===== config.mk =====
export PLATFORM = sky130hd
export DESIGN_NAME = amrc_top
export DESIGN_NICKNAME = d
export VERILOG_FILES = /design/src/amrc_pkg.sv /design/src/amrc_top.sv
export SDC_FILE = /design/constraint.sdc
export NUM_CORES = 1
export LEC_CHECK = 0
export BUFFER_PORTS_ARGS = -buffer_cell sky130_fd_sc_hd__clkbuf_2
export CAP_MARGIN = 20
export CORE_ASPECT_RATIO = 1.2
export CORE_MARGIN = 2
export CORE_UTILIZATION = 52
export DETAILED_ROUTE_END_ITERATION = 6
export PLACE_DENSITY = 0.77
export SLEW_MARGIN = 20
export SYNTH_ARGS = -nofsm -noshare
export SYNTH_HDL_FRONTEND = slang
export SYNTH_SLANG_ARGS = --single-unit
export TNS_END_PERCENT = 10

===== constraint.sdc =====
create_clock -name clock -period 3.08 [get_ports clock]
set_clock_uncertainty 0.05 [all_clocks]
set_input_delay 0.462 -clock clock [delete_from_list [all_inputs] [get_ports clock]]
set_output_delay 0.462 -clock clock [all_outputs]
set_load 0.05 [all_outputs]

===== src/amrc_pkg.sv =====
// Purpose: Shared constants for the audio mix and rate converter block
// Assumes: APB with 32-bit data, one register per aligned word
// Notes:   Register indices are word indices; byte address is index times four
package amrc_pkg;

  // Register word indices and byte address width
  localparam int unsigned    ADDR_W          = 18;
  localparam logic [15:0]    IDX_OFS_CFG     = 16'hfec1;
  localparam logic [15:0]    IDX_OFS_L_LO    = 16'hfec2;
  localparam logic [15:0]    IDX_OFS_L_HI    = 16'hfec3;
  localparam logic [15:0]    IDX_OFS_R_LO    = 16'hfec4;
  localparam logic [15:0]    IDX_OFS_R_HI    = 16'hfec5;
  localparam logic [15:0]    IDX_CNV_CFG     = 16'hfec6;
  localparam logic [15:0]    IDX_CNV_L_LO    = 16'hfec7;
  localparam logic [15:0]    IDX_CNV_L_HI    = 16'hfec8;
  localparam logic [15:0]    IDX_CNV_R_LO    = 16'hfec9;
  localparam logic [15:0]    IDX_CNV_R_HI    = 16'hfeca;

  // Configuration register field positions
  localparam int unsigned    OFS_URUN_BIT    = 14;
  localparam int unsigned    OFS_FULL_BIT    = 13;
  localparam int unsigned    OFS_ENA_BIT     = 12;
  localparam int unsigned    CNV_ORUN_BIT    = 15;
  localparam int unsigned    CNV_RFULL_BIT   = 14;
  localparam int unsigned    CNV_LFULL_BIT   = 13;
  localparam int unsigned    CNV_ENA_BIT     = 12;
  localparam int unsigned    RATE_MSB        = 11;

  // Reset values
  localparam logic [15:0]    REG_RESET       = 16'h0000;
  localparam logic [11:0]    RATE_RESET      = 12'h000;

  // Mixer saturation limits, 20-bit signed
  localparam logic [19:0]    SAT_MAX         = 20'h7_ffff;
  localparam logic [19:0]    SAT_MIN         = 20'h8_0000;

  // Main-path samples before converter output is trusted
  localparam logic [4:0]     CNV_START_COUNT = 5'h13;

  // APB slave phase, one-hot
  typedef enum logic [1:0] {
    AMRC_BUS_IDLE = 2'b01,
    AMRC_BUS_DONE = 2'b10
  } amrc_bus_type;

endpackage : amrc_pkg


===== src/amrc_top.sv =====
// Purpose: Secondary audio offset mixer and filterless rate converter
// Assumes: Main-path samples and strobe arrive on the same clock
// Notes:   APB slave with one wait state; all outputs are registered
`timescale 1ns/1ps
module amrc_top
  import amrc_pkg::*;
(
  // Clock and reset
  input  wire logic                clock,
  input  wire logic                rst_n,
  // APB slave
  input  wire logic                psel,
  input  wire logic                penable,
  input  wire logic                pwrite,
  input  wire logic [ADDR_W-1:0]   paddr,
  input  wire logic [31:0]         pwdata,
  output logic      [31:0]         prdata,
  output logic                     pready,
  output logic                     pslverr,
  // Main playback path in
  input  wire logic [19:0]         mix_in_left,
  input  wire logic [19:0]         mix_in_right,
  input  wire logic [23:0]         main_left,
  input  wire logic [23:0]         main_right,
  input  wire logic                main_sample_stb,
  // Mixed stream out
  output logic      [19:0]         mix_out_left,
  output logic      [19:0]         mix_out_right,
  // Events and status
  output logic                     offset_irq,
  output logic                     converter_irq,
  output logic                     converter_valid
);

  // ---------------- APB slave ----------------
  amrc_bus_type       bus_q;
  amrc_bus_type       bus_d;
  logic [31:0]        prdata_q;
  logic               pslverr_q;
  logic [15:0]        rdata;

  // Word index and per-register hits
  wire logic [15:0]   idx       = paddr[ADDR_W-1:2];
  wire logic          aligned   = (paddr[1:0] == 2'b00);
  wire logic          hit_ocfg  = aligned && (idx == IDX_OFS_CFG);
  wire logic          hit_oll   = aligned && (idx == IDX_OFS_L_LO);
  wire logic          hit_olh   = aligned && (idx == IDX_OFS_L_HI);
  wire logic          hit_orl   = aligned && (idx == IDX_OFS_R_LO);
  wire logic          hit_orh   = aligned && (idx == IDX_OFS_R_HI);
  wire logic          hit_ccfg  = aligned && (idx == IDX_CNV_CFG);
  wire logic          hit_cll   = aligned && (idx == IDX_CNV_L_LO);
  wire logic          hit_clh   = aligned && (idx == IDX_CNV_L_HI);
  wire logic          hit_crl   = aligned && (idx == IDX_CNV_R_LO);
  wire logic          hit_crh   = aligned && (idx == IDX_CNV_R_HI);
  wire logic          hit_any   = hit_ocfg | hit_oll | hit_olh | hit_orl | hit_orh |
                                  hit_ccfg | hit_cll | hit_clh | hit_crl | hit_crh;

  // Transfer completes on the edge where pready is seen high
  wire logic          xfer_done = psel && penable && (bus_q == AMRC_BUS_DONE);
  wire logic          wr_en     = xfer_done && pwrite;
  wire logic          rd_en     = xfer_done && !pwrite;
  wire logic [15:0]   wd        = pwdata[15:0];

  // Phase step: one wait state lets read data come from a flop
  always_comb begin
    case (bus_q)
      AMRC_BUS_IDLE: bus_d = (psel && penable) ? AMRC_BUS_DONE : AMRC_BUS_IDLE;
      AMRC_BUS_DONE: bus_d = AMRC_BUS_IDLE;
      default:       bus_d = AMRC_BUS_IDLE;
    endcase
  end

  // Bus phase and captured answer
  always_ff @(posedge clock or negedge rst_n) begin
    if (!rst_n) begin
      bus_q     <= AMRC_BUS_IDLE;
      prdata_q  <= 32'h0000_0000;
      pslverr_q <= 1'b0;
    end else begin
      bus_q <= bus_d;
      if (bus_q == AMRC_BUS_IDLE && psel && penable) begin
        prdata_q  <= pwrite ? 32'h0000_0000 : {16'h0000, rdata};
        pslverr_q <= !hit_any;
      end
    end
  end

  assign prdata  = prdata_q;
  // Done bit of the one-hot phase flop, no gate in the path
  assign pready  = bus_q[1];
  assign pslverr = pslverr_q;

  // ---------------- Offset mixer state ----------------
  logic               ofs_ena_q;
  logic [11:0]        ofs_rate_q;
  logic               ofs_full_q;
  logic               ofs_urun_q;
  logic [15:0]        ofs_l_hi_q;
  logic [3:0]         ofs_l_lo_q;
  logic [15:0]        ofs_r_hi_q;
  logic [3:0]         ofs_r_lo_q;
  logic [19:0]        held_l_q;
  logic [19:0]        held_r_q;
  logic [11:0]        ofs_cnt_q;
  logic               offset_irq_q;
  logic [19:0]        mix_l_q;
  logic [19:0]        mix_r_q;

  wire logic          ofs_fetch    = ofs_ena_q && (ofs_cnt_q == ofs_rate_q);
  wire logic          ofs_full_set = wr_en && hit_orh;
  wire logic          ofs_urun_clr = wr_en && hit_ocfg && !wd[OFS_URUN_BIT];

  // Interval counter; stops at zero while disabled
  always_ff @(posedge clock or negedge rst_n) begin
    if (!rst_n) begin
      ofs_cnt_q <= RATE_RESET;
    end else begin
      ofs_cnt_q <= (!ofs_ena_q || ofs_fetch) ? RATE_RESET : ofs_cnt_q + 12'h001;
    end
  end

  // Offset configuration and sample registers
  always_ff @(posedge clock or negedge rst_n) begin
    if (!rst_n) begin
      ofs_ena_q  <= 1'b0;
      ofs_rate_q <= RATE_RESET;
      ofs_l_hi_q <= REG_RESET;
      ofs_l_lo_q <= 4'h0;
      ofs_r_hi_q <= REG_RESET;
      ofs_r_lo_q <= 4'h0;
    end else begin
      if (wr_en && hit_ocfg) begin
        ofs_ena_q  <= wd[OFS_ENA_BIT];
        ofs_rate_q <= wd[RATE_MSB:0];
      end
      // Low word uses only upper nibble
      if (wr_en && hit_oll) ofs_l_lo_q <= wd[15:12];
      if (wr_en && hit_olh) ofs_l_hi_q <= wd;
      if (wr_en && hit_orl) ofs_r_lo_q <= wd[15:12];
      if (wr_en && hit_orh) ofs_r_hi_q <= wd;
    end
  end

  // Offset flags; a same-cycle set beats the clear
  always_ff @(posedge clock or negedge rst_n) begin
    if (!rst_n) begin
      ofs_full_q <= 1'b0;
      ofs_urun_q <= 1'b0;
    end else begin
      if (ofs_full_set)   ofs_full_q <= 1'b1;
      else if (ofs_fetch) ofs_full_q <= 1'b0;
      if (ofs_fetch && !ofs_full_q) ofs_urun_q <= 1'b1;
      else if (ofs_urun_clr)        ofs_urun_q <= 1'b0;
    end
  end

  always_ff @(posedge clock or negedge rst_n) begin
    if (!rst_n) begin
      held_l_q     <= 20'h0_0000;
      held_r_q     <= 20'h0_0000;
      offset_irq_q <= 1'b0;
    end else begin
      if (ofs_fetch) begin
        held_l_q <= {ofs_l_hi_q, ofs_l_lo_q};
        held_r_q <= {ofs_r_hi_q, ofs_r_lo_q};
      end
      offset_irq_q <= ofs_fetch;
    end
  end

  wire logic [19:0]   add_l = ofs_ena_q ? held_l_q : 20'h0_0000;
  wire logic [19:0]   add_r = ofs_ena_q ? held_r_q : 20'h0_0000;
  // Widen by one bit so overflow shows
  wire logic [20:0]   sum_l = {mix_in_left[19], mix_in_left} + {add_l[19], add_l};
  wire logic [20:0]   sum_r = {mix_in_right[19], mix_in_right} + {add_r[19], add_r};
  wire logic [19:0]   sat_l = (sum_l[20] == sum_l[19]) ? sum_l[19:0] :
                              (sum_l[20] ? SAT_MIN : SAT_MAX);
  wire logic [19:0]   sat_r = (sum_r[20] == sum_r[19]) ? sum_r[19:0] :
                              (sum_r[20] ? SAT_MIN : SAT_MAX);

  // Registered mix output, one cycle of latency
  always_ff @(posedge clock or negedge rst_n) begin
    if (!rst_n) begin
      mix_l_q <= 20'h0_0000;
      mix_r_q <= 20'h0_0000;
    end else begin
      mix_l_q <= sat_l;
      mix_r_q <= sat_r;
    end
  end

  assign mix_out_left  = mix_l_q;
  assign mix_out_right = mix_r_q;
  assign offset_irq    = offset_irq_q;

  // ---------------- Rate converter state ----------------
  logic               cnv_ena_q;
  logic [11:0]        cnv_rate_q;
  logic               cnv_orun_q;
  logic               cnv_lfull_q;
  logic               cnv_rfull_q;
  logic [23:0]        tap_l_q;
  logic [23:0]        tap_r_q;
  logic [23:0]        cnv_l_q;
  logic [23:0]        cnv_r_q;
  logic [12:0]        cnv_cnt_q;
  logic [4:0]         cnv_seen_q;
  logic               converter_irq_q;
  logic               converter_valid_q;

  // Interval is twice the field plus two counts
  wire logic [12:0]   cnv_last  = {cnv_rate_q, 1'b1};
  wire logic          cnv_store = cnv_ena_q && (cnv_cnt_q == cnv_last);
  wire logic          cnv_orun_clr = wr_en && hit_ccfg && !wd[CNV_ORUN_BIT];

  always_ff @(posedge clock or negedge rst_n) begin
    if (!rst_n) begin
      tap_l_q <= 24'h00_0000;
      tap_r_q <= 24'h00_0000;
    end else if (main_sample_stb) begin
      tap_l_q <= main_left;
      tap_r_q <= main_right;
    end
  end

  always_ff @(posedge clock or negedge rst_n) begin
    if (!rst_n) begin
      cnv_cnt_q <= 13'h0000;
    end else begin
      cnv_cnt_q <= (!cnv_ena_q || cnv_store) ? 13'h0000 : cnv_cnt_q + 13'h0001;
    end
  end

  // Converter configuration; software may also write samples
  always_ff @(posedge clock or negedge rst_n) begin
    if (!rst_n) begin
      cnv_ena_q  <= 1'b0;
      cnv_rate_q <= RATE_RESET;
      cnv_l_q    <= 24'h00_0000;
      cnv_r_q    <= 24'h00_0000;
    end else begin
      if (wr_en && hit_ccfg) begin
        cnv_ena_q  <= wd[CNV_ENA_BIT];
        cnv_rate_q <= wd[RATE_MSB:0];
      end
      if (cnv_store) begin
        cnv_l_q <= tap_l_q;
        cnv_r_q <= tap_r_q;
      end else begin
        if (wr_en && hit_clh) cnv_l_q[23:8] <= wd;
        if (wr_en && hit_cll) cnv_l_q[7:0]  <= wd[15:8];
        if (wr_en && hit_crh) cnv_r_q[23:8] <= wd;
        if (wr_en && hit_crl) cnv_r_q[7:0]  <= wd[15:8];
      end
    end
  end

  // Converter flags; store beats a read clear in the same cycle
  always_ff @(posedge clock or negedge rst_n) begin
    if (!rst_n) begin
      cnv_lfull_q <= 1'b0;
      cnv_rfull_q <= 1'b0;
      cnv_orun_q  <= 1'b0;
    end else begin
      // Full flags set on store, clear on read of the high word
      if (cnv_store)             cnv_lfull_q <= 1'b1;
      else if (rd_en && hit_clh) cnv_lfull_q <= 1'b0;
      if (cnv_store)             cnv_rfull_q <= 1'b1;
      else if (rd_en && hit_crh) cnv_rfull_q <= 1'b0;
      if (cnv_store && (cnv_lfull_q || cnv_rfull_q)) cnv_orun_q <= 1'b1;
      else if (cnv_orun_clr)                         cnv_orun_q <= 1'b0;
    end
  end

  // Count main samples until output trusted
  always_ff @(posedge clock or negedge rst_n) begin
    if (!rst_n) begin
      cnv_seen_q        <= 5'h00;
      converter_valid_q <= 1'b0;
      converter_irq_q   <= 1'b0;
    end else begin
      if (!cnv_ena_q)
        cnv_seen_q <= 5'h00;
      else if (main_sample_stb && cnv_seen_q != CNV_START_COUNT)
        cnv_seen_q <= cnv_seen_q + 5'h01;
      converter_valid_q <= cnv_ena_q && (cnv_seen_q == CNV_START_COUNT);
      converter_irq_q <= cnv_store;
    end
  end

  assign converter_irq   = converter_irq_q;
  assign converter_valid = converter_valid_q;

  // ---------------- Read data selection ----------------
  wire logic [15:0]   ocfg_rd = {1'b0, ofs_urun_q, ofs_full_q, ofs_ena_q, ofs_rate_q};
  wire logic [15:0]   ccfg_rd = {cnv_orun_q, cnv_rfull_q, cnv_lfull_q, cnv_ena_q, cnv_rate_q};
  // AND-OR mux keeps the decode flat
  assign rdata = ({16{hit_ocfg}} & ocfg_rd)                  |
                 ({16{hit_oll}}  & {ofs_l_lo_q, 12'h000})    |
                 ({16{hit_olh}}  & ofs_l_hi_q)               |
                 ({16{hit_orl}}  & {ofs_r_lo_q, 12'h000})    |
                 ({16{hit_orh}}  & ofs_r_hi_q)               |
                 ({16{hit_ccfg}} & ccfg_rd)                  |
                 ({16{hit_cll}}  & {cnv_l_q[7:0], 8'h00})    |
                 ({16{hit_clh}}  & cnv_l_q[23:8])            |
                 ({16{hit_crl}}  & {cnv_r_q[7:0], 8'h00})    |
                 ({16{hit_crh}}  & cnv_r_q[23:8]);

  // ---------------- Checks ----------------
  sat_high_a: assert property (@(posedge clock) disable iff (!rst_n)
    (sum_l[20] == 1'b0 && sum_l[19] == 1'b1) |=> (mix_out_left == SAT_MAX))
    else $error("positive overflow not clamped");

  zero_mix_a: assert property (@(posedge clock) disable iff (!rst_n)
    !ofs_ena_q |=> (mix_out_left == $past(mix_in_left)))
    else $error("disabled mixer altered main sample");

  fetch_irq_a: assert property (@(posedge clock) disable iff (!rst_n)
    ofs_fetch |=> offset_irq ##1 (offset_irq == $past(ofs_fetch)))
    else $error("offset interrupt pulse missing");

  underrun_set_a: assert property (@(posedge clock) disable iff (!rst_n)
    (ofs_fetch && !ofs_full_q) |=> ofs_urun_q)
    else $error("underrun not flagged");

  full_clear_a: assert property (@(posedge clock) disable iff (!rst_n)
    (ofs_fetch && !ofs_full_set) |=> !ofs_full_q)
    else $error("offset full not cleared by fetch");

  offset_gate_a: assert property (@(posedge clock) disable iff (!rst_n)
    !ofs_ena_q |-> !ofs_fetch ##1 !offset_irq)
    else $error("offset fetch while disabled");

  conv_irq_a: assert property (@(posedge clock) disable iff (!rst_n)
    cnv_store |=> converter_irq && cnv_lfull_q && cnv_rfull_q)
    else $error("converter store without pulse and flags");

  conv_orun_a: assert property (@(posedge clock) disable iff (!rst_n)
    (cnv_store && cnv_lfull_q) |=> cnv_orun_q)
    else $error("converter overrun missed");

  conv_gate_a: assert property (@(posedge clock) disable iff (!rst_n)
    !cnv_ena_q |=> !converter_irq)
    else $error("converter stored while disabled");

  conv_start_a: assert property (@(posedge clock) disable iff (!rst_n)
    (cnv_seen_q != CNV_START_COUNT) |=> !converter_valid)
    else $error("converter valid too early");

endmodule : amrc_top


Word level (Yosys, flattened, before mapping) --
Index checks and enable logic that the tools add are counted.
Storage, ports and cells: flip-flop bits (word level) 315, output and inout bits 77
Operators by class: add/sub/neg operators 5, equality and inequality tests 19, muxes and demuxes 29, bitwise logic cells 28, reductions and logical operators 56
Operator list (count):
- $eq 16x16->1 const B | 10
- $and 16x16->16 | 9
- $or 16x16->16 | 9
- $mux 20 | 6
- $mux 16 | 3
- $mux 24 | 2
- $add 20x20->21 | 2
- $logic_and 1x1->1 | 36
- $reduce_bool 2->1 | 9
- $and 16x15->16 | 1
- $mux 8 | 2
- $add 13x1->13 const B | 1
- $eq 13x13->1 | 1
- $mux 13 | 1
- $add 12x1->12 const B | 1
- $eq 12x12->1 | 1
- $mux 12 | 1
- $mux 1 | 10
- $mux 5 | 2
- $or 1x1->1 | 9
- $logic_not 1->1 | 7
- $add 5x1->5 const B | 1
- $eq 5x5->1 const B | 1
- $ne 5x5->1 const B | 1
- 7 further kinds | 11

Longest topological paths before layout --
depth in word-level cells 13, gate-level depth with buffers 13, depth with buffers taken out 10

Worst setup path after synthesis --
OpenSTA, ideal clock, no wires.
kind flip-flop to flip-flop, start register ofs_ena_q, end register mix_l_q[0], in the netlist mix_out_left[0], setup time 137 ps, arrival time 3219 ps, data required time 2893 ps, setup slack -326 ps, cell stages (with the launch flop) 14, path buffers 3, clock period less this slack 3406 ps, path through dfrtp_1 clkbuf_1 clkbuf_1 and2_1 ha_1 fa_1 a211oi_1 o21ai_0 a2111oi_0 o41ai_1 o2bb2ai_1 a21oi_1 clkbuf_1 o21ai_0
On the way: cells in the longest elaborated chain, start to end 4, elaborated cells between the ends (all ways) 5
Ends and longest elaborated chain:
- start: declaration | line amrc_top.sv:94 | logic ofs_ena_q;
- start signal: assignment | line amrc_top.sv:133 | ofs_ena_q <= wd[OFS_ENA_BIT];
- $mux 20 (*) | line amrc_top.sv:171 | wire logic [19:0] add_l = ofs_ena_q ? held_l_q : 20'h0_0000;
- $add 20x20->21 (*) | line amrc_top.sv:174 | wire logic [20:0] sum_l = {mix_in_left[19], mix_in_left} + {add_l[19], add_l};
- $mux 20 / $eq 1x1->1 (equally long branches) | line amrc_top.sv:177, amrc_top.sv:176
- $mux 20 (*) | line amrc_top.sv:176 | wire logic [19:0] sat_l = (sum_l[20] == sum_l[19]) ? sum_l[19:0] :
- via sat_l[0] | line amrc_top.sv:176
- end signal: assignment | line amrc_top.sv:187 | mix_l_q <= sat_l;
- end: declaration | line amrc_top.sv:106 | logic [19:0] mix_l_q;
Mark *: on every way through the listed nets, which the timed path passes. The rest lies on a longest branch. A chain may end at the register's enable or synchronous reset.

Worst setup path after layout --
start register ofs_ena_q, end register mix_l_q[9], in the netlist mix_out_left[9]
Same word-level chain as after synthesis.

==> results.json <==
{
  "status": "complete, but fails checks",
  "failed_checks": "design-rule violations",
  "area_growth_pct": 19.7,
  "overflow": 0,
  "cts_root_buffer": "clkbuf_16",
  "num_rows": 68,
  "synthTopCellsByCount": "298 x dfrtp_1, 163 x nand2_1, 106 x a21oi_1",
  "place_area_sq_um": 16800,
  "crit_path_end_kind": "flop",
  "path_class": "flop to flop",
  "seqCellArea_sq_um": 7480,
  "clkTransAtPathRegs_ns": 0.07,
  "holdWs_ns": 0.0734,
  "die_h_um": 190,
  "peakVddDrop_mv": 0.427,
  "worstPathRequired_ns": 3.47,
  "htree_num_levels": 1,
  "num_vias": 11700,
  "design_area_sq_um": 18000,
  "yosys.area.top_type": "dfrtp_1",
  "avgRoutedWirePerCell_um": 18.7,
  "max_stage_delay_ns": 0.54,
  "firstDrtPassIters": 7,
  "synth.avg_cell_area_sq_um": 10.7,
  "grt_pass1_wl_um": 61400,
  "die-area_sq_um": 30400,
  "fin_util": 0.629,
  "async_flop_share": 1.00,
  "start_util": 0.526,
  "finalCritPeriodShare": 0.995,
  "cts_buffer_depth": 3,
  "slew_viol_final": 0,
  "drt_wl_total_um": 38400,
  "cts_tree": "done",
  "antenna_cells": 0,
  "antenna_found_initial": 0,
  "gp_congestion": 0.901,
  "cp_common_cell": "and2_1",
  "port_buffers": 188,
  "rsz0062_at_grt": "yes",
  "io_pins": 221,
  "yosysWarnings": 0,
  "crit_slowest_cell": "or4_4",
  "hp-class": "primary input to flop",
  "clkSinkCount": 299,
  "cap_violations": 0,
  "setup_viol": 0,
  "slew_headroom": 0.222,
  "powerDensity_nw_per_um2": 473,
  "crit_path_start_kind": "flop",
  "synth_most_common_cell": "dfrtp_1",
  "timing.critical_path.fanout_max": 27,
  "synth.distinct_cells": 71,
  "route.detailed.drc": 5,
  "critPathArrivalTime_ns": 3.45,
  "fin_nets": 1828,
  "seq_area_frac_synth": 0.497,
  "synth_edf_count": 0,
  "antenna_left": 0,
  "clk_latency_ns": 0.57,
  "drive_gt1_frac": 0.290,
  "drt_iter0_markers": 926,
  "grtUsageTotal": 0.251,
  "core_sq_um": 28700,
  "finalPower_mw": 8.53,
  "crit_chain": "buf_12 > and2_1 > ha_1 > a211oi_2 > o21bai_1 > o211ai_1 > a21boi_1 > or4_4 > and2_1 > maj3_1",
  "power.static_leakage_nw": 8.88,
  "multi_input_area_sq_um": 7360,
  "grt_pass1_vias": 11700,
  "synth_cells": 1411,
  "grt_max_degree": 90,
  "ys_seq_elements": 299,
  "ys.flop_type": "dfrtp_1",
  "finalHoldViolations": 0,
  "synth_area_sq_um": 15100,
  "worstMarginPinSlew_ns": 1.16,
  "synth_top_cell_area_share": 0.495,
  "num-fill-cells": 2294,
  "place_hpwl_um": 28100,
  "max_freq_mhz": 326,
  "cts_buffers": 30,
  "die_x_um": 159,
  "synthTopCellsByArea": "dfrtp_1 49%, mux2_2 7.8%, nand2_1 4.1%",
  "min_period_ns": 3.06,
  "viasPerCell": 5.73
}
==> worst max-delay path, delay by kind of cell (launching register included) <==
kind | cells | cell delay, ns
adders and majority gates | 2 | 0.65
AOI/OAI and AO/OA | 4 | 0.75
DFF | 1 | 0.40
and+or+nand+nor | 3 | 0.91
buffers and inverters | 1 | 0.17
==> report_power, final <==
group	internal, mW	switching [mW]	leakage, nW
Sequential	4.04	0.0548	3.70
Clock	2.09	1.54	0.503
Combinational	0.259	0.541	4.68
Total	6.39	2.14	8.88
==> sequential cells by signal, summed over array words and instances, names as in the netlist, 20 cells and up <==
name           cells
cnv_l_q           24
cnv_r_q           24
tap_l_q           24
tap_r_q           24
held_l_q          20
held_r_q          20
mix_out_left      20
mix_out_right     20
==> layout by cell type, fill, tap and decap left out, drive strengths merged, types with 11 or more instances in the layout <==
cell	synthesis	layout
o21ai	52	52
buf	32	74
mux2	118	118
nand2	168	168
a21oi	106	106
and2	53	53
dfrtp	298	298
a22oi	19	19
xor2	33	33
inv	23	24
a22o	18	18
a222oi	13	13
clkbuf	50	230
conb	1	16
ha	43	43
clkinv	0	11
xnor2	44	44
o211ai	11	11
nor2	99	99
nand3	35	35
mux2i	50	50
==> worst paths after layout <==
check | from | slack, ns | to | depth (start not counted)
worst max-delay path | ofs_ena_q | 0.02 | mix_out_left[9] | 10
worst min-delay path | main_right[18] | 0.07 | tap_r_q[18] | 2
worst max register to register | ofs_ena_q | 0.02 | mix_out_left[9] | 10
worst min register to register | held_r_q[6] | 0.41 | held_r_q[6] | 2
max in group asynchronous | rst_n | 1.59 | mix_out_right[0] | 3
min in group asynchronous | rst_n | 0.47 | ofs_r_hi_q[8] | 2
==> per-stage QoR <==
stage	worst slack, ns	std cells	setup TNS [ns]
after global placement	-0.0116	1989	-0.0116
after floorplan	0.00726	1426	0
final	0.0157	2048	0
after CTS	0.000160	2047	0
after global routing	-0.119	2048	-1.18
after detailed placement	-0.0734	1989	-0.580
==> cells by family (layout without fill, tap and decap cells) <==
kind of cell,count (synthesis),in the layout,synth area share
buffers and inverters,105,342,0.0337
multiplexers,170,170,0.127
XOR/XNOR,77,77,0.0447
other,1,16,0.000249
adder cells (fa/ha/maj),51,51,0.0423
flip-flops,299,299,0.497
AND/OR/NAND/NOR,431,431,0.139
AO/OA/AOI/OAI,277,277,0.117
==> routing by layer <==
metal | global-route usage | share of wire | routed length, um | vias up
li1 | - | - | - | 5421
met1 | 0.321 | 0.41 | 15600 | 5780
met2 | 0.436 | 0.49 | 18800 | 451
met3 | 0.0365 | 0.063 | 2410 | 89
met4 | 0.0934 | 0.039 | 1510 | 0
met5 | 0 | 0 | 0 | -
==> area by class of cell <==
class / instances / area share
clock buffer: 42 / 0.0491
tap: 385 / 0.0267
inverter: 23 / 0.00478
sequential: 299 / 0.415
timing repair buffer: 263 / 0.0908
multi-input combinational: 1022 / 0.408
clock inverter: 14 / 0.00624
==> timing repair <==
item                       4_1_cts  5_1_grt
setup endpoints to repair       25       38
hold endpoints to repair        85        0
gates resized for setup          5       39
hold buffers                     1        0
buffers inserted                 1        0
pin swaps                        2        8
cloned                           0        1
Note: power is estimated with default switching activity, not from simulation.
